**src/amgsr_map.svh**
```systemverilog
// Register map constants for the amplifier mute, gain and status register bank.
// Assumes the includer wants plain `define names; the file holds definitions only.
`ifndef AMGSR_MAP_SVH
`define AMGSR_MAP_SVH

// ----------------------------------------------------------------------------
// Pages and offsets
// ----------------------------------------------------------------------------
`define AMGSR_PAGE_STATUS 8'h00
`define AMGSR_PAGE_ANALOG 8'h01
`define AMGSR_AMP_TYPE_OFS 8'h01
`define AMGSR_GAIN_OFS 8'h02
`define AMGSR_FOLLOW_OFS 8'h06
`define AMGSR_BOOST_OFS 8'h07
`define AMGSR_MUTE_MON_OFS 8'h6c
`define AMGSR_PIN_LVL_OFS 8'h77
`define AMGSR_AUTO_MUTE_OFS 8'h78

// ----------------------------------------------------------------------------
// Field positions
// ----------------------------------------------------------------------------
`define AMGSR_LEFT_MUTE_BIT 1
`define AMGSR_RIGHT_MUTE_BIT 0
`define AMGSR_SER_OUT_BIT 5
`define AMGSR_MUTE_PIN_BIT 4
`define AMGSR_LEFT_AUTO_BIT 4
`define AMGSR_RIGHT_AUTO_BIT 0
`define AMGSR_AMP_TYPE_BIT 0
`define AMGSR_LEFT_GAIN_BIT 4
`define AMGSR_RIGHT_GAIN_BIT 0
`define AMGSR_FOLLOW_BIT 0
`define AMGSR_LEFT_BOOST_BIT 4
`define AMGSR_RIGHT_BOOST_BIT 0

// ----------------------------------------------------------------------------
// Reset values and writable masks
// ----------------------------------------------------------------------------
`define AMGSR_AMP_TYPE_RST 8'h00
`define AMGSR_GAIN_RST 8'h00
`define AMGSR_FOLLOW_RST 8'h01
`define AMGSR_BOOST_RST 8'h00
`define AMGSR_RSV_RST 8'h00
`define AMGSR_FULL_WMASK 8'hff
`define AMGSR_MON_WMASK 8'hfc
`define AMGSR_PIN_WMASK 8'hc0
`define AMGSR_AUTO_WMASK 8'hee

`endif

```
**src/amgsr_pkg.sv**
```systemverilog
// Types shared by the register bank modules.
// Assumes nothing beyond a SystemVerilog compiler.
package amgsr_pkg;

  // --------------------------------------------------------------------------
  // Types
  // --------------------------------------------------------------------------
  typedef logic [7:0] amgsr_byte_t;

  // Synchronised status levels seen by the register bank.
  typedef struct packed {
    logic left_analog_mute_state;
    logic right_analog_mute_state;
    logic serial_out_pin_level;
    logic mute_pin_level;
    logic left_auto_mute_flag;
    logic right_auto_mute_flag;
  } amgsr_sts_t;

endpackage : amgsr_pkg

```
**src/amgsr_sts_if.sv**
```systemverilog
// Carrier for synchronised status levels between the synchroniser and the bank.
// Assumes one clock domain on the receiving side.
`timescale 1ns/100ps

interface amgsr_sts_if;

  // --------------------------------------------------------------------------
  // Signals
  // --------------------------------------------------------------------------
  amgsr_pkg::amgsr_sts_t sts;

  // The synchroniser drives, the register bank reads.
  modport src (output sts);
  modport dst (input sts);

endinterface : amgsr_sts_if

```
**src/amgsr_sync.sv**
```systemverilog
// Two-stage synchroniser for the pin and analog status levels.
// Assumes every input is asynchronous to i_sys_clk and changes slowly.
`timescale 1ns/100ps

module amgsr_sync (
  // Clock and reset.
  input wire logic i_sys_clk,
  input wire logic i_rst_n,
  // Raw levels.
  input wire amgsr_pkg::amgsr_sts_t i_raw,
  // Synchronised levels.
  amgsr_sts_if.src sync_out
);

  amgsr_pkg::amgsr_sts_t stage1;
  amgsr_pkg::amgsr_sts_t stage2;

  // The first stage feeds only the second; all levels read zero in reset.
  always_ff @(posedge i_sys_clk or negedge i_rst_n) begin
    if (!i_rst_n) begin
      stage1 <= '0;
      stage2 <= '0;
    end else begin
      stage1 <= i_raw;
      stage2 <= stage1;
    end
  end

  assign sync_out.sts = stage2;

endmodule : amgsr_sync

```
**src/amgsr_ctl_reg.sv**
```systemverilog
// One byte-wide register with a reset value and a mask of writable bits.
// Assumes the write strobe is a one-cycle pulse on i_sys_clk.
`timescale 1ns/100ps

module amgsr_ctl_reg #(
  parameter logic [7:0] RST_VAL = 8'h00,
  parameter logic [7:0] WR_MASK = 8'hff
) (
  // Clock and reset.
  input wire logic i_sys_clk,
  input wire logic i_rst_n,
  // Write port.
  input wire logic i_wr,
  input wire amgsr_pkg::amgsr_byte_t i_data,
  // Stored value.
  output amgsr_pkg::amgsr_byte_t o_q
);

  // Bits outside the mask stay zero, so read-only positions never hold data.
  always_ff @(posedge i_sys_clk or negedge i_rst_n) begin
    if (!i_rst_n) begin
      o_q <= RST_VAL;
    end else if (i_wr) begin
      o_q <= i_data & WR_MASK;
    end
  end

endmodule : amgsr_ctl_reg

```
**src/amgsr_top.sv**
```systemverilog
// Control and status register bank for a stereo digital-input amplifier.
// Assumes the control bus decoder outside presents page, offset, and one-cycle
// read and write strobes on i_sys_clk; status inputs are asynchronous levels.
`timescale 1ns/100ps
`include "amgsr_map.svh"

module amgsr_top (
  // Clock and reset.
  input wire logic i_sys_clk,
  input wire logic i_rst_n,
  // Register access port.
  input wire amgsr_pkg::amgsr_byte_t i_page,
  input wire amgsr_pkg::amgsr_byte_t i_addr,
  input wire logic i_wr_en,
  input wire amgsr_pkg::amgsr_byte_t i_wr_data,
  input wire logic i_rd_en,
  output amgsr_pkg::amgsr_byte_t o_rd_data,
  output logic o_rd_valid,
  // Monitored levels, asynchronous.
  input wire logic i_left_analog_mute_state,
  input wire logic i_right_analog_mute_state,
  input wire logic i_serial_data_out_pin,
  input wire logic i_mute_pin,
  input wire logic i_left_auto_mute_flag,
  input wire logic i_right_auto_mute_flag,
  // Clock logic state, same clock.
  input wire logic i_pll_enable,
  // Controls to the analog and clock logic.
  output logic o_amplitude_type_select,
  output logic o_left_gain_step,
  output logic o_right_gain_step,
  output logic o_analog_mute_follow_enable,
  output logic o_left_amplitude_boost,
  output logic o_right_amplitude_boost,
  output logic o_clock_autoset_blocked
);

  // --------------------------------------------------------------------------
  // Address decode
  // --------------------------------------------------------------------------

  // Matches one page and offset; used for every register.
  function automatic logic amgsr_hit(input logic [7:0] pg, input logic [7:0] ofs,
                                     input logic [7:0] want_pg, input logic [7:0] want_ofs);
    amgsr_hit = (pg == want_pg) && (ofs == want_ofs);
  endfunction : amgsr_hit

  // Places one status level at its bit position in an otherwise zero byte.
  function automatic logic [7:0] amgsr_at(input logic lvl, input int pos);
    amgsr_at = 8'(lvl) << pos;
  endfunction : amgsr_at

  wire logic sel_amp_type;
  wire logic sel_gain;
  wire logic sel_follow;
  wire logic sel_boost;
  wire logic sel_mute_mon;
  wire logic sel_pin_lvl;
  wire logic sel_auto_mute;

  assign sel_amp_type = amgsr_hit(i_page, i_addr, `AMGSR_PAGE_ANALOG, `AMGSR_AMP_TYPE_OFS);
  assign sel_gain = amgsr_hit(i_page, i_addr, `AMGSR_PAGE_ANALOG, `AMGSR_GAIN_OFS);
  assign sel_follow = amgsr_hit(i_page, i_addr, `AMGSR_PAGE_ANALOG, `AMGSR_FOLLOW_OFS);
  assign sel_boost = amgsr_hit(i_page, i_addr, `AMGSR_PAGE_ANALOG, `AMGSR_BOOST_OFS);
  assign sel_mute_mon = amgsr_hit(i_page, i_addr, `AMGSR_PAGE_STATUS, `AMGSR_MUTE_MON_OFS);
  assign sel_pin_lvl = amgsr_hit(i_page, i_addr, `AMGSR_PAGE_STATUS, `AMGSR_PIN_LVL_OFS);
  assign sel_auto_mute = amgsr_hit(i_page, i_addr, `AMGSR_PAGE_STATUS, `AMGSR_AUTO_MUTE_OFS);

  // --------------------------------------------------------------------------
  // Status synchronisation
  // --------------------------------------------------------------------------

  amgsr_sts_if sts_if ();
  amgsr_pkg::amgsr_sts_t raw_sts;

  // Pins and analog monitors are outside this clock, so each passes two flops.
  assign raw_sts = '{left_analog_mute_state: i_left_analog_mute_state,
                     right_analog_mute_state: i_right_analog_mute_state,
                     serial_out_pin_level: i_serial_data_out_pin,
                     mute_pin_level: i_mute_pin,
                     left_auto_mute_flag: i_left_auto_mute_flag,
                     right_auto_mute_flag: i_right_auto_mute_flag};

  amgsr_sync u_sync (
    .i_sys_clk(i_sys_clk),
    .i_rst_n(i_rst_n),
    .i_raw(raw_sts),
    .sync_out(sts_if.src)
  );

  // --------------------------------------------------------------------------
  // Writable registers
  // --------------------------------------------------------------------------

  amgsr_pkg::amgsr_byte_t amp_type_q;
  amgsr_pkg::amgsr_byte_t gain_q;
  amgsr_pkg::amgsr_byte_t follow_q;
  amgsr_pkg::amgsr_byte_t boost_q;
  amgsr_pkg::amgsr_byte_t mon_rsv_q;
  amgsr_pkg::amgsr_byte_t pin_rsv_q;
  amgsr_pkg::amgsr_byte_t auto_rsv_q;

  // Amplitude type register; reserved bits are stored and read back.
  amgsr_ctl_reg #(.RST_VAL(`AMGSR_AMP_TYPE_RST), .WR_MASK(`AMGSR_FULL_WMASK)) u_amp_type (
    .i_sys_clk(i_sys_clk),
    .i_rst_n(i_rst_n),
    .i_wr(i_wr_en && sel_amp_type),
    .i_data(i_wr_data),
    .o_q(amp_type_q)
  );

  // Gain step register for both channels.
  amgsr_ctl_reg #(.RST_VAL(`AMGSR_GAIN_RST), .WR_MASK(`AMGSR_FULL_WMASK)) u_gain (
    .i_sys_clk(i_sys_clk),
    .i_rst_n(i_rst_n),
    .i_wr(i_wr_en && sel_gain),
    .i_data(i_wr_data),
    .o_q(gain_q)
  );

  // Mute follow register comes out of reset with the coupling on.
  amgsr_ctl_reg #(.RST_VAL(`AMGSR_FOLLOW_RST), .WR_MASK(`AMGSR_FULL_WMASK)) u_follow (
    .i_sys_clk(i_sys_clk),
    .i_rst_n(i_rst_n),
    .i_wr(i_wr_en && sel_follow),
    .i_data(i_wr_data),
    .o_q(follow_q)
  );

  // Amplitude boost register for both channels.
  amgsr_ctl_reg #(.RST_VAL(`AMGSR_BOOST_RST), .WR_MASK(`AMGSR_FULL_WMASK)) u_boost (
    .i_sys_clk(i_sys_clk),
    .i_rst_n(i_rst_n),
    .i_wr(i_wr_en && sel_boost),
    .i_data(i_wr_data),
    .o_q(boost_q)
  );

  // Status registers keep only their writable reserved bits; the masks drop
  // any host write aimed at a status position.
  amgsr_ctl_reg #(.RST_VAL(`AMGSR_RSV_RST), .WR_MASK(`AMGSR_MON_WMASK)) u_mon_rsv (
    .i_sys_clk(i_sys_clk),
    .i_rst_n(i_rst_n),
    .i_wr(i_wr_en && sel_mute_mon),
    .i_data(i_wr_data),
    .o_q(mon_rsv_q)
  );

  amgsr_ctl_reg #(.RST_VAL(`AMGSR_RSV_RST), .WR_MASK(`AMGSR_PIN_WMASK)) u_pin_rsv (
    .i_sys_clk(i_sys_clk),
    .i_rst_n(i_rst_n),
    .i_wr(i_wr_en && sel_pin_lvl),
    .i_data(i_wr_data),
    .o_q(pin_rsv_q)
  );

  amgsr_ctl_reg #(.RST_VAL(`AMGSR_RSV_RST), .WR_MASK(`AMGSR_AUTO_WMASK)) u_auto_rsv (
    .i_sys_clk(i_sys_clk),
    .i_rst_n(i_rst_n),
    .i_wr(i_wr_en && sel_auto_mute),
    .i_data(i_wr_data),
    .o_q(auto_rsv_q)
  );

  // --------------------------------------------------------------------------
  // Control outputs
  // --------------------------------------------------------------------------

  // Each control comes straight from its stored bit.
  assign o_amplitude_type_select = amp_type_q[`AMGSR_AMP_TYPE_BIT];
  assign o_left_gain_step = gain_q[`AMGSR_LEFT_GAIN_BIT];
  assign o_right_gain_step = gain_q[`AMGSR_RIGHT_GAIN_BIT];
  assign o_analog_mute_follow_enable = follow_q[`AMGSR_FOLLOW_BIT];
  assign o_left_amplitude_boost = boost_q[`AMGSR_LEFT_BOOST_BIT];
  assign o_right_amplitude_boost = boost_q[`AMGSR_RIGHT_BOOST_BIT];

  // Clock logic must not auto-configure with the PLL on in supply-tracking
  // mode; registered so the clock logic sees a glitch-free level.
  always_ff @(posedge i_sys_clk or negedge i_rst_n) begin
    if (!i_rst_n) begin
      o_clock_autoset_blocked <= 1'b0;
    end else begin
      o_clock_autoset_blocked <= i_pll_enable && o_amplitude_type_select;
    end
  end

  // --------------------------------------------------------------------------
  // Read path
  // --------------------------------------------------------------------------

  wire amgsr_pkg::amgsr_byte_t mon_word;
  wire amgsr_pkg::amgsr_byte_t pin_word;
  wire amgsr_pkg::amgsr_byte_t auto_word;
  amgsr_pkg::amgsr_byte_t next_rd_data;

  // Mute monitor: 0 means muted, so the level is passed as is.
  assign mon_word = mon_rsv_q
      | amgsr_at(sts_if.sts.left_analog_mute_state, `AMGSR_LEFT_MUTE_BIT)
      | amgsr_at(sts_if.sts.right_analog_mute_state, `AMGSR_RIGHT_MUTE_BIT);

  // Pin levels; the reserved low nibble is returned as zero so reads repeat.
  assign pin_word = pin_rsv_q
      | amgsr_at(sts_if.sts.serial_out_pin_level, `AMGSR_SER_OUT_BIT)
      | amgsr_at(sts_if.sts.mute_pin_level, `AMGSR_MUTE_PIN_BIT);

  // Auto-mute flags follow the mute logic; nothing here latches them.
  assign auto_word = auto_rsv_q
      | amgsr_at(sts_if.sts.left_auto_mute_flag, `AMGSR_LEFT_AUTO_BIT)
      | amgsr_at(sts_if.sts.right_auto_mute_flag, `AMGSR_RIGHT_AUTO_BIT);

  // Unmapped offsets read as zero rather than aliasing another register.
  always_comb begin
    next_rd_data = 8'h00;
    unique case (1'b1)
      sel_amp_type: next_rd_data = amp_type_q;
      sel_gain: next_rd_data = gain_q;
      sel_follow: next_rd_data = follow_q;
      sel_boost: next_rd_data = boost_q;
      sel_mute_mon: next_rd_data = mon_word;
      sel_pin_lvl: next_rd_data = pin_word;
      sel_auto_mute: next_rd_data = auto_word;
      default: next_rd_data = 8'h00;
    endcase
  end

  // Read data is captured on the edge that samples the strobe and held until the next.
  always_ff @(posedge i_sys_clk or negedge i_rst_n) begin
    if (!i_rst_n) begin
      o_rd_data <= 8'h00;
      o_rd_valid <= 1'b0;
    end else begin
      o_rd_valid <= i_rd_en;
      if (i_rd_en) begin
        o_rd_data <= next_rd_data;
      end
    end
  end
endmodule : amgsr_top

```
**config.mk**
```make
export PLATFORM = sky130hd
export DESIGN_NAME = amgsr_top
export DESIGN_NICKNAME = d
export VERILOG_FILES = /design/src/amgsr_pkg.sv /design/src/amgsr_sts_if.sv /design/src/amgsr_sync.sv /design/src/amgsr_ctl_reg.sv /design/src/amgsr_top.sv
export VERILOG_INCLUDE_DIRS = /design/src
export SDC_FILE = /design/constraint.sdc
export NUM_CORES = 1
export LEC_CHECK = 0
export ABC_CLOCK_PERIOD_IN_PS = 1500
export BUFFER_PORTS_ARGS = -buffer_cell sky130_fd_sc_hd__buf_4
export CAP_MARGIN = 10
export CORE_AREA = 2 2 115 117
export DETAILED_ROUTE_END_ITERATION = 10
export DIE_AREA = 0 0 117 119
export HOLD_SLACK_MARGIN = 0.1
export MAX_ROUTING_LAYER = met4
export SLEW_MARGIN = 0
export SYNTH_ARGS = -nofsm -noshare
export SYNTH_HDL_FRONTEND = slang
export SYNTH_SLANG_ARGS = --single-unit
```
**constraint.sdc**
```tcl
create_clock -name i_sys_clk -period 1.5 [get_ports i_sys_clk]
set_input_delay 0.075 -clock i_sys_clk [delete_from_list [all_inputs] [get_ports i_sys_clk]]
set_output_delay 0.075 -clock i_sys_clk [all_outputs]
set_load 0.1 [all_outputs]
```
# Word-level counts from Yosys, hierarchy flattened
# Cells that the tools add are included.
word_totals:
  regBits: 68
  latch_bits: 0
  ram_bits: 0
  rom_bits: 0
  in_bits: 35
  output_inout_bits: 16
  word_cells: 53
  mem_count: 0
op_classes:
  n_addsub: 0
  multipliers: 0
  n_div: 0
  magnitude_cmp: 0
  n_eq_ne: 8
  n_shift: 0
  mux: 1
  bitwise_logic: 6
  n_reduce_logical: 16
op_table:
  columns: ["operator", "count"]
  rows:
  - ["8-bit case mux with 7 select lines", 1]
  - ["8-bit by 7-bit equality test with 1-bit output (second input constant)", 3]
  - ["8-bit by 1-bit equality test with 1-bit output (second input constant)", 2]
  - ["8-bit by 3-bit equality test with 1-bit output (second input constant)", 2]
  - ["8-bit by 1-bit OR with 8-bit output", 2]
  - ["8-bit by 5-bit OR with 8-bit output", 2]
  - ["1-bit logical AND", 15]
  - ["8-bit by 2-bit equality test with 1-bit output (second input constant)", 1]
  - ["8-bit zero test", 1]
  - ["8-bit by 2-bit OR with 8-bit output", 1]
  - ["8-bit by 6-bit OR with 8-bit output", 1]

# Depth between registers and ports, before layout
# Gate-level depths: netlist of the first run.
logic_depth:
  ltp_word: 3
  depth_mapped: 7
  mapped_depth_nobuf: 5

# Modules after synthesis
# From an unflattened synthesis of the first run, not the netlist that was laid out.
unflattened:
  hier_cells: 252
  area_unflattened_um2: 3368.2
modules_own_cells:
  columns: ["mod", "instances", "cells_per_inst", "area_each_um2", "seq_area_each_um2"]
  rows:
  - ["amgsr_top", 1, 129, 1078.5, 250.2]
  - ["amgsr_ctl_reg (u_amp_type ...)", 3, 17, 331.6, 200.2]
  - ["amgsr_ctl_reg (u_auto_rsv ...)", 2, 16, 270.3, 150.1]
  - ["amgsr_ctl_reg (u_follow)", 1, 17, 332.8, 201.4]
  - ["amgsr_sync", 1, 12, 300.3, 300.3]
  - ["amgsr_ctl_reg (u_pin_rsv)", 1, 11, 121.4, 50.0]

# Least setup slack after synthesis of the first run
# OpenSTA, ideal clock, no wires.
synth_path:
  path_type: "flip-flop to flip-flop"
  startpoint: "reg u_boost.o_q[0]"
  endpoint: "reg o_rd_data[0]"
  setup_ns: 0.150
  t_arrival_ns: 1.583
  required_time_ns: 1.350
  setup_slack_ns: -0.233
  path_stages_with_launch: 6
  n_path_buf: 0
  period_less_slack_ns: 1.733
  cell_sequence: "dfrtp_1 -> mux2i_1 -> nor2_1 -> a221o_1 -> a222oi_1 -> o2bb2ai_1"
synth_via:
  elab_chain_len: 1
synth_rtl:
  columns: ["element", "line", "source"]
  rows:
  - ["start: declaration", "amgsr_ctl_reg.sv:16", "output amgsr_pkg::amgsr_byte_t o_q"]
  - ["start signal: assignment", "amgsr_ctl_reg.sv:24", "o_q <= i_data & WR_MASK;"]
  - ["8-bit case mux with 7 select lines", "amgsr_top.sv:214", "unique case (1'b1)"]
  - ["end signal: assignment", "amgsr_top.sv:234", "o_rd_data <= next_rd_data;"]
  - ["end: declaration", "amgsr_top.sv:17", "output amgsr_pkg::amgsr_byte_t o_rd_data,"]
# Every way passes these cells.
# A chain may end at the register's enable or synchronous reset.

# Worst setup path after layout of the first run
layout_path:
  startpoint: "in i_page[1]"
  endpoint: "reg u_boost.o_q[2]"
layout_via:
  elab_chain_len: 3
layout_rtl:
  columns: ["element", "line", "source"]
  rows:
  - ["start: declaration", "amgsr_top.sv:12", "input wire amgsr_pkg::amgsr_byte_t i_page,"]
  - ["8-bit by 1-bit equality test with 1-bit output", "amgsr_top.sv:45", "amgsr_hit = (pg == want_pg) && (ofs == want_ofs);"]
  - ["1-bit logical AND", "amgsr_top.sv:45", null]
  - ["1-bit logical AND", "amgsr_top.sv:134", ".i_wr(i_wr_en && sel_boost),"]
# Every way passes these cells.

==> reports/results.tsv, run 1 <==
metric	value	unit
outcome	finished clean	
place_congestion	0.8467	
hold_path_depth	3	
antenna_found_initial	0	
nNetsFinal	368	
synthArstFlopShare	1.000	
first_iter_violations	147	
drive_gt1_frac	0.4941	
grt_pass1_wl	13180	um
finalSetupViolations	0	
initial_utilization	0.2413	
grt-ovfl-total	0	
grt_max_degree	36	
filler_cell_count	1273	
cp_max_fo	8	
drc_errors	0	
cts_tree	built	
grt_pass1_vias	2492	
instances_no_fill	514	
finalWorstPathRequiredPeriod	1.454	ns
r2r_start	u_boost.o_q[0]$_DFFE_PN0P_	
min_period_over_period	0.9694	
fmax	687.7	MHz
antennaDiodeCount	0	
synth_flop_cell	dfrtp_1	
pwr-share-seq	0.451	
worstHoldStart	i_rd_en	
timing.reg2reg.setup_slack	0.05	ns
layout_commonest_cell	buf_4	
syn_nets	256	
final-seq-area	0.001704	mm2
whs_endpoint	o_rd_data[7]$_DFFE_PN0P_	
ys_seq_area_frac	0.5481	
yosysWarningCount	0	
h-tree-depth	3	
hold_viol	0	
final_cell_mix	buf_4 (83), dfrtp_1 (66), mux2_4 (32), dlygate4sd3_1 (17), mux2_2 (13)	
synth_seq_cells	68	
dr_wl_met2	3945	um
powerDensity	913.5	mW/mm2
tightest_slew	0.7234	ns
avgRoutedWirePerCell	15.89	um
dp.cells	480	
finalPower	4.121	mW
reg2reg_to	o_rd_data[0]$_DFFE_PN0P_	
critPathKind	input pin to flop	
p_switching	0.9907	mW
synthCells	221	
max_slew_margin	0.5177	
vias	2283	
cap_violations	0	
cts_root_buf	clkbuf_16	
rows	42	
route.met3.wl	354	um
cts_made_buffers	9	
drv_slew	0	
highest_layer	met4	
netSwitchingFraction	0.2404	
whs	0.1824	ns
die_h	119	um
cpMaxStageDelayCell	nor4_4	
critPathArrivalTime	1.67	ns
io_pins	51	
syn_avg_cell_area	14.06	um2
syn_area	0.003107	mm2
grt.total_usage	0.1285	
clkTransAtPathRegs	0.06	ns
cp.required	1.71	ns
critPathTopFamily	simple AND/OR/NAND/NOR gates	
critPathCaptureType	flop	
wirelength	8169	um
core_area	0.01287	mm2
clk_latency	0.33	ns
die-area	0.01392	mm2
drtPass1Iterations	5	
area_growth	45.19	%
leakage	2.066	nW
synthDistinctLibCells	36	
power.internal	3.130	mW
dp_hpwl	5988	um
cts_buffer_depth	2	
r2r_cells	5	
p_comb_frac	0.074	
crit_buf_inv	2	
clock_power_share	0.475	
setup_ws	0.04595	ns
startpoint_type	input pin	
viasPerCell	4.442	
drt-met1-wl	3708	um
multi_input_comb_area	0.001378	mm2
die_x	117	um
cts_num_sinks	68	
synth_edf_count	0	
crit_chain	buf_4, nor4_4, nand2_2, nor4_4, and3_1, buf_12, mux2_4	
fin_skew	0.006102	ns
cp_common_cell	nor4_4	
cp_slowest_stage_delay	0.35	ns
port_buffers	50	
min_path_type	input pin to flop	
peakVddDrop	0.4243	mV
rsz0062_at_grt	yes	
place_ws	-0.4612	ns
ant_nets	0	
## worst max-delay path by stage
| stage | startpoint | endpoint | slack (ns) | cells past startpoint |
|---|---|---|---|---|
| floorplan | i_addr[7] | u_boost.o_q[0]$_DFFE_PN0P_ | -0.16 | 6 |
| global placement | i_addr[0] | o_rd_data[5]$_DFFE_PN0P_ | -0.31 | 6 |
| detailed placement | i_addr[2] | o_rd_data[4]$_DFFE_PN0P_ | -0.46 | 6 |
| CTS | i_addr[7] | u_amp_type.o_q[1]$_DFFE_PN0P_ | 0.02 | 7 |
| global route | i_page[7] | u_follow.o_q[2]$_DFFE_PN0P_ | -0.03 | 7 |
| finish | i_page[1] | u_boost.o_q[2]$_DFFE_PN0P_ | 0.05 | 7 |
## cell type report
cell class | instances | share of cell area
tap | 176 | 0.04882
inverter | 3 | 0.002497
clock buffer | 9 | 0.04993
timing repair buffer | 109 | 0.2042
clock inverter | 7 | 0.01137
sequential | 68 | 0.3778
multi-input combinational | 142 | 0.3054
## routing by layer
layer | up-vias | global-route usage
li1 | 1059 | -
met1 | 1154 | 0.1596
met2 | 58 | 0.1998
met3 | 12 | 0.03410
met4 | 0 | 0.04926
met5 | - | -
## sequential cells by signal, summed over array words and instances (netlist names)
signal / flops
o_clock_autoset_blocked: 1
o_rd_data: 8
o_rd_valid: 1
u_amp_type.o_q: 8
u_auto_rsv.o_q: 6
u_boost.o_q: 8
u_follow.o_q: 8
u_gain.o_q: 8
u_mon_rsv.o_q: 6
u_pin_rsv.o_q: 2
u_sync.stage1: 6
u_sync.sync_out.sts: 6
## synthesized netlist by cell type (2+ instances only)
| cell type | count | area, um2 |
|---|---|---|
| mux2i_1 | 5 | 50.05 |
| a22oi_1 | 7 | 52.55 |
| nor2_1 | 11 | 41.29 |
| a222oi_1 | 6 | 60.06 |
| dfrtp_1 | 67 | 1677 |
| buf_2 | 2 | 10.01 |
| mux2_2 | 13 | 146.4 |
| buf_6 | 4 | 45.04 |
| nor3_1 | 5 | 25.02 |
| nor2b_1 | 6 | 37.54 |
| mux2_4 | 32 | 480.5 |
| nor4bb_1 | 2 | 20.02 |
| o2bb2ai_1 | 6 | 52.55 |
| nor4_2 | 2 | 25.02 |
| clkbuf_1 | 2 | 7.510 |
| nand2_1 | 10 | 37.54 |
| and4b_1 | 3 | 30.03 |
| a221oi_1 | 5 | 43.79 |
| a221o_1 | 5 | 50.05 |
| o21ai_0 | 4 | 20.02 |
| and3_1 | 6 | 37.54 |
| inv_1 | 3 | 11.26 |
| and2_1 | 2 | 12.51 |
## worst register-to-register path: cells and delay by family, from the launching register on
kind	cells	cell delay, ns
simple gates	1	0.05
compound gates	3	0.72
mux	1	0.13
flops	1	0.39
## kinds of logic (layout without fill, tap and decap cells)
| family | after synthesis | in the layout | share of synthesized area |
|---|---|---|---|
| multiplexers | 50 | 50 | 0.2179 |
| AND/OR/NAND/NOR | 57 | 57 | 0.1148 |
| AO/OA/AOI/OAI | 34 | 34 | 0.09263 |
| buffers and inverters | 11 | 128 | 0.02376 |
| flip-flops | 68 | 68 | 0.5481 |
| XOR/XNOR | 1 | 1 | 0.002820 |
## power groups by stage
stage          clock (mW)  sequential, mW  combinational, mW
2_1_floorplan           0            1.90             0.0513
3_3_place_gp            0            1.89              0.265
3_5_place_dp            0            1.89              0.269
4_1_cts              2.00            1.86              0.306
5_1_grt              2.09            1.86              0.334
6_report             1.96            1.86              0.305
## per-stage QoR
step | utilization | instance area [um2] | setup TNS [ns]
2_1_floorplan | - | 3126 | -5.547
5_1_grt | 0.3503 | 4511 | -0.3617
4_1_cts | 0.3466 | 4462 | 0
6_report | 0.3503 | 4511 | 0
3_5_place_dp | 0.3110 | 4004 | -15.42
3_3_place_gp | 0.3110 | 4004 | -13.84
## timing repair
| action | CTS | global route |
|---|---|---|
| buffers inserted | 0 | 1 |
| pin swaps | 0 | 1 |
| cloned | 0 | 0 |
| endpoints found under the hold margin | 122 | 0 |
| endpoints found under the setup margin | 9 | 42 |
| hold buffers | 17 | 0 |
| resized for setup | 2 | 10 |
Power figures use the tool's default switching activity.
==> inputs of run 2 (changes only) <==
Settings changed: CTS_BUF_LIST from default to sky130_fd_sc_hd__clkbuf_8, GPL_ROUTABILITY_DRIVEN from default to 0, MAX_ROUTING_LAYER met4 to default.
==> run 2 against run 1 <==
Compared with the run above:
- hold slack got worse by 0.024 ns
- first-iteration DRC count shrank 4.1%
- sequential share of layout area increased by 0.93 points
- clock skew grew 0.0036 ns
- global-route usage decreased by 0.58 points
- count of clock-buffer cells in the layout stayed put
- final cell count did not move
- critical path depth did not move
- largest cell class unchanged
- combinational power is essentially flat
- flip-flop and latch count unchanged
- non-clock buffer count stayed put
==> reports/results.tsv, run 2 (synthesis results as in run 1) <==
metric	value	unit	change
critPathTopFamily	simple AND/OR/NAND/NOR gates		
h-tree-depth	3		unchanged
fin_skew	0.009734	ns	+0.003632 ns
viasPerCell	4.440		about the same
grt-ovfl-total	0		unchanged
critPathArrivalTime	1.69	ns	+0.02 ns
rows	42		unchanged
finalSetupViolations	0		unchanged
critPathCaptureType	flop		
p_switching	0.9208	mW	-7.0%
fmax	689.1	MHz	+0.20%
finalPower	3.529	mW	-14%
filler_cell_count	1277		+0.31%
r2r_cells	5		unchanged
max_slew_margin	0.5196		+0.001878
dp_hpwl	5988	um	unchanged
powerDensity	801.7	mW/mm2	-12%
outcome	finished clean		
first_iter_violations	141		-4.1%
crit_chain	buf_4, nor4_4, nand2_2, nor4_4, and3_4, buf_4, mux2_4		
cts_tree	built		
r2r_start	u_boost.o_q[0]$_DFFE_PN0P_		
drv_slew	0		unchanged
critPathKind	input pin to flop		
avgRoutedWirePerCell	15.82	um	-0.48%
min_path_type	input pin to flop		
place_area	0.004004	mm2	unchanged
layout_commonest_cell	buf_4		
cts_root_buf	clkbuf_8		
power.internal	2.608	mW	-17%
die_h	119	um	unchanged
grt_pass1_vias	2483		-0.36%
whs	0.1588	ns	-0.02354 ns
core_area	0.01287	mm2	unchanged
peakVddDrop	0.3100	mV	-27%
tightest_slew	0.7206	ns	-0.002816 ns
pwr-share-seq	0.526		+0.075
drtPass1Iterations	5		unchanged
clock_power_share	0.388		-0.087
die_x	117	um	unchanged
p_comb_frac	0.087		+0.013
clkTransAtPathRegs	0.08	ns	+0.02 ns
drc_errors	0		unchanged
netSwitchingFraction	0.2609		+0.02052
postLayoutCoreUtil	0.3419		-0.008455
antennaDiodeCount	0		unchanged
drive_gt1_frac	0.4941		unchanged
hold_viol	0		unchanged
cpMaxStageDelayCell	nor4_4		
wirelength	8130	um	-0.48%
cp_max_fo	5		-3
nNetsFinal	368		unchanged
finalWorstPathRequiredPeriod	1.451	ns	-0.002923 ns
cts_made_buffers	9		unchanged
cap_violations	0		unchanged
grt_pass1_wl	13050	um	-1.0%
port_buffers	50		unchanged
ant_nets	0		unchanged
clk_latency	0.35	ns	+0.02 ns
cp_slowest_stage_delay	0.36	ns	about the same
leakage	2.018	nW	-2.3%
final_cell_mix	buf_4 (85), dfrtp_1 (66), mux2_4 (32), dlygate4sd3_1 (17), mux2_2 (13)		
initial_utilization	0.2413		unchanged
worstHoldStart	i_rd_en		
grt_max_degree	36		unchanged
reg2reg_to	o_rd_data[0]$_DFFE_PN0P_		
area_growth	41.68	%	
hold_path_depth	3		unchanged
crit_buf_inv	2		unchanged
vias	2282		-0.044%
cp.required	1.73	ns	+0.02 ns
antenna_found_initial	0		unchanged
grt.total_usage	0.1227		-0.005774
timing.reg2reg.setup_slack	0.06	ns	about the same
rsz0062_at_grt	yes		
cts_num_sinks	68		unchanged
design_area	0.004402	mm2	-2.4%
whs_endpoint	o_rd_data[7]$_DFFE_PN0P_		
startpoint_type	input pin		
die-area	0.01392	mm2	unchanged
cts_buffer_depth	2		unchanged
min_period_over_period	0.9674		-0.001949
io_pins	51		unchanged
run 2: cell counts in the layout (fill, tap and decap cells not counted):
No cell type changed its count.
run 2: worst max-delay path by stage:
stage / end / slack, ns / from / cells past startpoint
after floorplan: u_boost.o_q[0]$_DFFE_PN0P_ / -0.16 / i_addr[7] / 6
after global placement: o_rd_data[5]$_DFFE_PN0P_ / -0.31 / i_addr[0] / 6
after detailed placement: o_rd_data[4]$_DFFE_PN0P_ / -0.46 / i_addr[2] / 6
after CTS: u_follow.o_q[2]$_DFFE_PN0P_ / 0.02 / i_addr[7] / 7
after global routing: o_rd_data[0]$_DFFE_PN0P_ / -0.01 / u_boost.o_q[0]$_DFFE_PN0P_ / 5
final: u_amp_type.o_q[1]$_DFFE_PN0P_ / 0.05 / i_page[1] / 7
run 2: through the flow:
stage	worst slack, ns	instances	TNS (ns)
floorplan	-0.1613	221	-5.547
global placement	-0.3139	480	-13.84
detailed placement	-0.4612	480	-15.42
CTS	0.02208	513	0
global route	-0.01157	514	-0.01510
finish	0.04887	514	0
run 2: power groups by stage:
stage / Combinational [mW] / Clock (mW) / Sequential, mW
CTS: 0.306 / 1.40 / 1.86
global route: 0.334 / 1.48 / 1.86
detailed placement: 0.269 / 0 / 1.89
global placement: 0.265 / 0 / 1.89
floorplan: 0.0513 / 0 / 1.90
finish: 0.305 / 1.37 / 1.86
run 2: final cells by class:
type                    count  area, um2  share of cell area
clock buffers               9      123.9             0.02814
repair buffers            109      913.4              0.2075
clock inverters             7      51.30             0.01165
well taps                 176      220.2             0.05003
inverters                   3      11.26            0.002558
flip-flops and latches     68       1704              0.3872
multi-input cells         142       1378              0.3130
run 2: tightest hold or removal path: cells and delay by family:
kind / cells / cell delay [ns]
buffers and inverters: 1 / 0.10
AO/OA/AOI/OAI: 2 / 0.30
run 2: repair_timing:
action                                 in CTS  in global routing
endpoints found under the hold margin     122                  0
buffers inserted                            0                  1
hold buffers                               17                  0
pin swaps                                   0                  2
setup endpoints to repair                   5                 29
gates resized for setup                     1                  9
run 2: layer usage:
metal	part of all wire	track usage	up-vias
li1	-	-	1059
met1	0.45	0.1577	1153
met2	0.48	0.1976	60
met3	0.047	0.03155	10
met4	0.015	0.04559	0
met5	0	0	-
==> inputs of run 3 (changes only) <==
Settings changed: CORE_AREA 2 2 115 117 to 2 2 77 79, DIE_AREA 0 0 117 119 to 0 0 79 81, PLACE_DENSITY from default to 0.79.
==> run 3 against run 2 <==
Compared with the run above:
- clock skew is 0.0018 ns lower
- final area is 5.1% lower
- critical path type unchanged
- flip-flop and latch count is the same
==> reports/results.tsv, run 3 (synthesis results as in run 1) <==
metric	value	unit	change
core_area	0.005675	mm2	-56%
outcome	finished clean		
cap_violations	0		unchanged
initial_utilization	0.5474		+0.3061
antenna_found_initial	0		unchanged
tightest_slew	0.7032	ns	-0.01733 ns
peakVddDrop	0.5676	mV	+83%
power.internal	2.653	mW	+1.7%
critPathTopFamily	simple AND/OR/NAND/NOR gates		
max_slew_margin	0.5312		+0.01155
leakage	1.978	nW	-2.0%
finalPower	3.423	mW	-3.0%
finalSetupViolations	0		unchanged
io_pins	51		unchanged
p_comb_frac	0.084		-0.003
critPathArrivalTime	1.69	ns	about the same
p_switching	0.7697	mW	-16%
antennaDiodeCount	0		unchanged
drtPass1Iterations	6		+1
avgRoutedWirePerCell	17.86	um	+13%
ant_nets	0		unchanged
grt_pass1_vias	2319		-6.6%
setup_ws	0.03456	ns	-0.01431 ns
min_period_over_period	0.9770		+0.009541
port_buffers	50		unchanged
nNetsFinal	361		-1.9%
cp_max_fo	5		unchanged
grt_pass1_wl	11540	um	-12%
finalSetupTns	0	ns	unchanged
netSwitchingFraction	0.2249		-0.03607
crit_chain	buf_4, nor4_4, nand2_2, nor4_4, and3_1, buf_4, mux2_4		
die-area	0.006399	mm2	-54%
pwr-share-seq	0.543		+0.017
layout_commonest_cell	buf_4		
place_ws	-0.3656	ns	+0.09560 ns
critPathKind	input pin to flop		
cts_buffer_depth	2		unchanged
wirelength	7197	um	-11%
cp.required	1.72	ns	about the same
die_h	81	um	-32%
rows	28		-33%
hold_viol	0		unchanged
finalWorstPathRequiredPeriod	1.465	ns	+0.01431 ns
critPathCaptureType	flop		
min_path_type	input pin to flop		
die_x	79	um	-32%
drv_slew	0		unchanged
drc_errors	0		unchanged
fin_skew	0.007951	ns	-0.001784 ns
h-tree-depth	3		unchanged
fmax	682.4	MHz	-0.98%
cp_slowest_stage_delay	0.34	ns	-0.02 ns
drive_gt1_frac	0.4665		-0.02762
grt.total_usage	0.2414		+0.1186
place_area	0.003817	mm2	-4.7%
postLayoutCoreUtil	0.7361		+0.3942
cts_root_buf	clkbuf_8		
crit_buf_inv	2		unchanged
viasPerCell	5.759		+30%
clk_latency	0.34	ns	about the same
cts_num_sinks	68		unchanged
clock_power_share	0.374		-0.014
powerDensity	819.4	mW/mm2	+2.2%
design_area	0.004178	mm2	-5.1%
cts_tree	built		
filler_cell_count	390		-69%
grt_max_degree	32		-11%
vias	2321		+1.7%
dp_hpwl	5093	um	-15%
grt-ovfl-total	0		unchanged
clkTransAtPathRegs	0.07	ns	about the same
startpoint_type	input pin		
rsz0062_at_grt	yes		
area_growth	34.47	%	
cts_made_buffers	9		unchanged
final_cell_mix	buf_4 (82), dfrtp_1 (66), mux2_4 (32), dlygate4sd3_1 (17), mux2_2 (13)		
cpMaxStageDelayCell	nor4_4		
first_iter_violations	151		+7.1%
-- run 3: worst min-delay path: cells and delay by family --
| kind | cells | cell delay (ns) |
|---|---|---|
| AO/OA/AOI/OAI | 1 | 0.06 |
| buffers and inverters | 1 | 0.14 |
| AND/OR/NAND/NOR | 3 | 0.17 |
-- run 3: through the flow --
| stage | cells | hold WS [ns] |
|---|---|---|
| floorplan | 221 | -0.2206 |
| global placement | 371 | 0.02744 |
| detailed placement | 371 | 0.03034 |
| CTS | 401 | 0.1405 |
| global route | 403 | 0.1913 |
| finish | 403 | 0.1555 |
-- run 3: area by class of cell --
type	count	area, um2	area share
clock inverter	2	12.51	0.002995
inverter	3	11.26	0.002695
multi-input combinational	142	1359	0.3252
timing repair buffer	102	845.8	0.2025
clock buffer	11	151.4	0.03624
sequential	68	1704	0.4079
tap	75	93.84	0.02246
-- run 3: final timing paths --
| kind | startpoint | endpoint | slack [ns] | cells past startpoint |
|---|---|---|---|---|
| min in group asynchronous | i_rst_n | u_sync.sync_out.sts[4]$_DFF_PN0_ | 0.21 | 2 |
| max | i_addr[7] | u_gain.o_q[2]$_DFFE_PN0P_ | 0.03 | 7 |
| min | i_wr_en | u_pin_rsv.o_q[6]$_DFFE_PN0P_ | 0.16 | 5 |
| max in group asynchronous | i_rst_n | u_follow.o_q[4]$_DFFE_PN0P_ | 0.75 | 3 |
| min reg2reg | u_sync.stage1[3]$_DFF_PN0_ | u_sync.sync_out.sts[3]$_DFF_PN0_ | 0.35 | 0 |
| max reg2reg | u_boost.o_q[2]$_DFFE_PN0P_ | o_rd_data[2]$_DFFE_PN0P_ | 0.11 | 5 |
-- run 3: power by group through the flow --
stage | registers [mW] | logic, mW | clock network, mW
2_1_floorplan | 1.90 | 0.0513 | 0
3_3_place_gp | 1.89 | 0.245 | 0
3_5_place_dp | 1.89 | 0.251 | 0
4_1_cts | 1.86 | 0.288 | 1.31
5_1_grt | 1.86 | 0.312 | 1.38
6_report | 1.86 | 0.287 | 1.28
-- run 3: timing repair --
| action | CTS | global route |
|---|---|---|
| cloned | 0 | 0 |
| hold buffers | 17 | 0 |
| gates resized for setup | 1 | 1 |
| setup buffers | 0 | 2 |
| hold endpoints to repair | 122 | 0 |
| endpoints found under the setup margin | 1 | 37 |
-- run 3: layer usage --
| metal | track usage | wire length [um] |
|---|---|---|
| met1 | 0.3159 | 3104 |
| met2 | 0.3898 | 3506 |
| met3 | 0.04889 | 445 |
| met4 | 0.1155 | 140 |
| met5 | 0 | 0 |
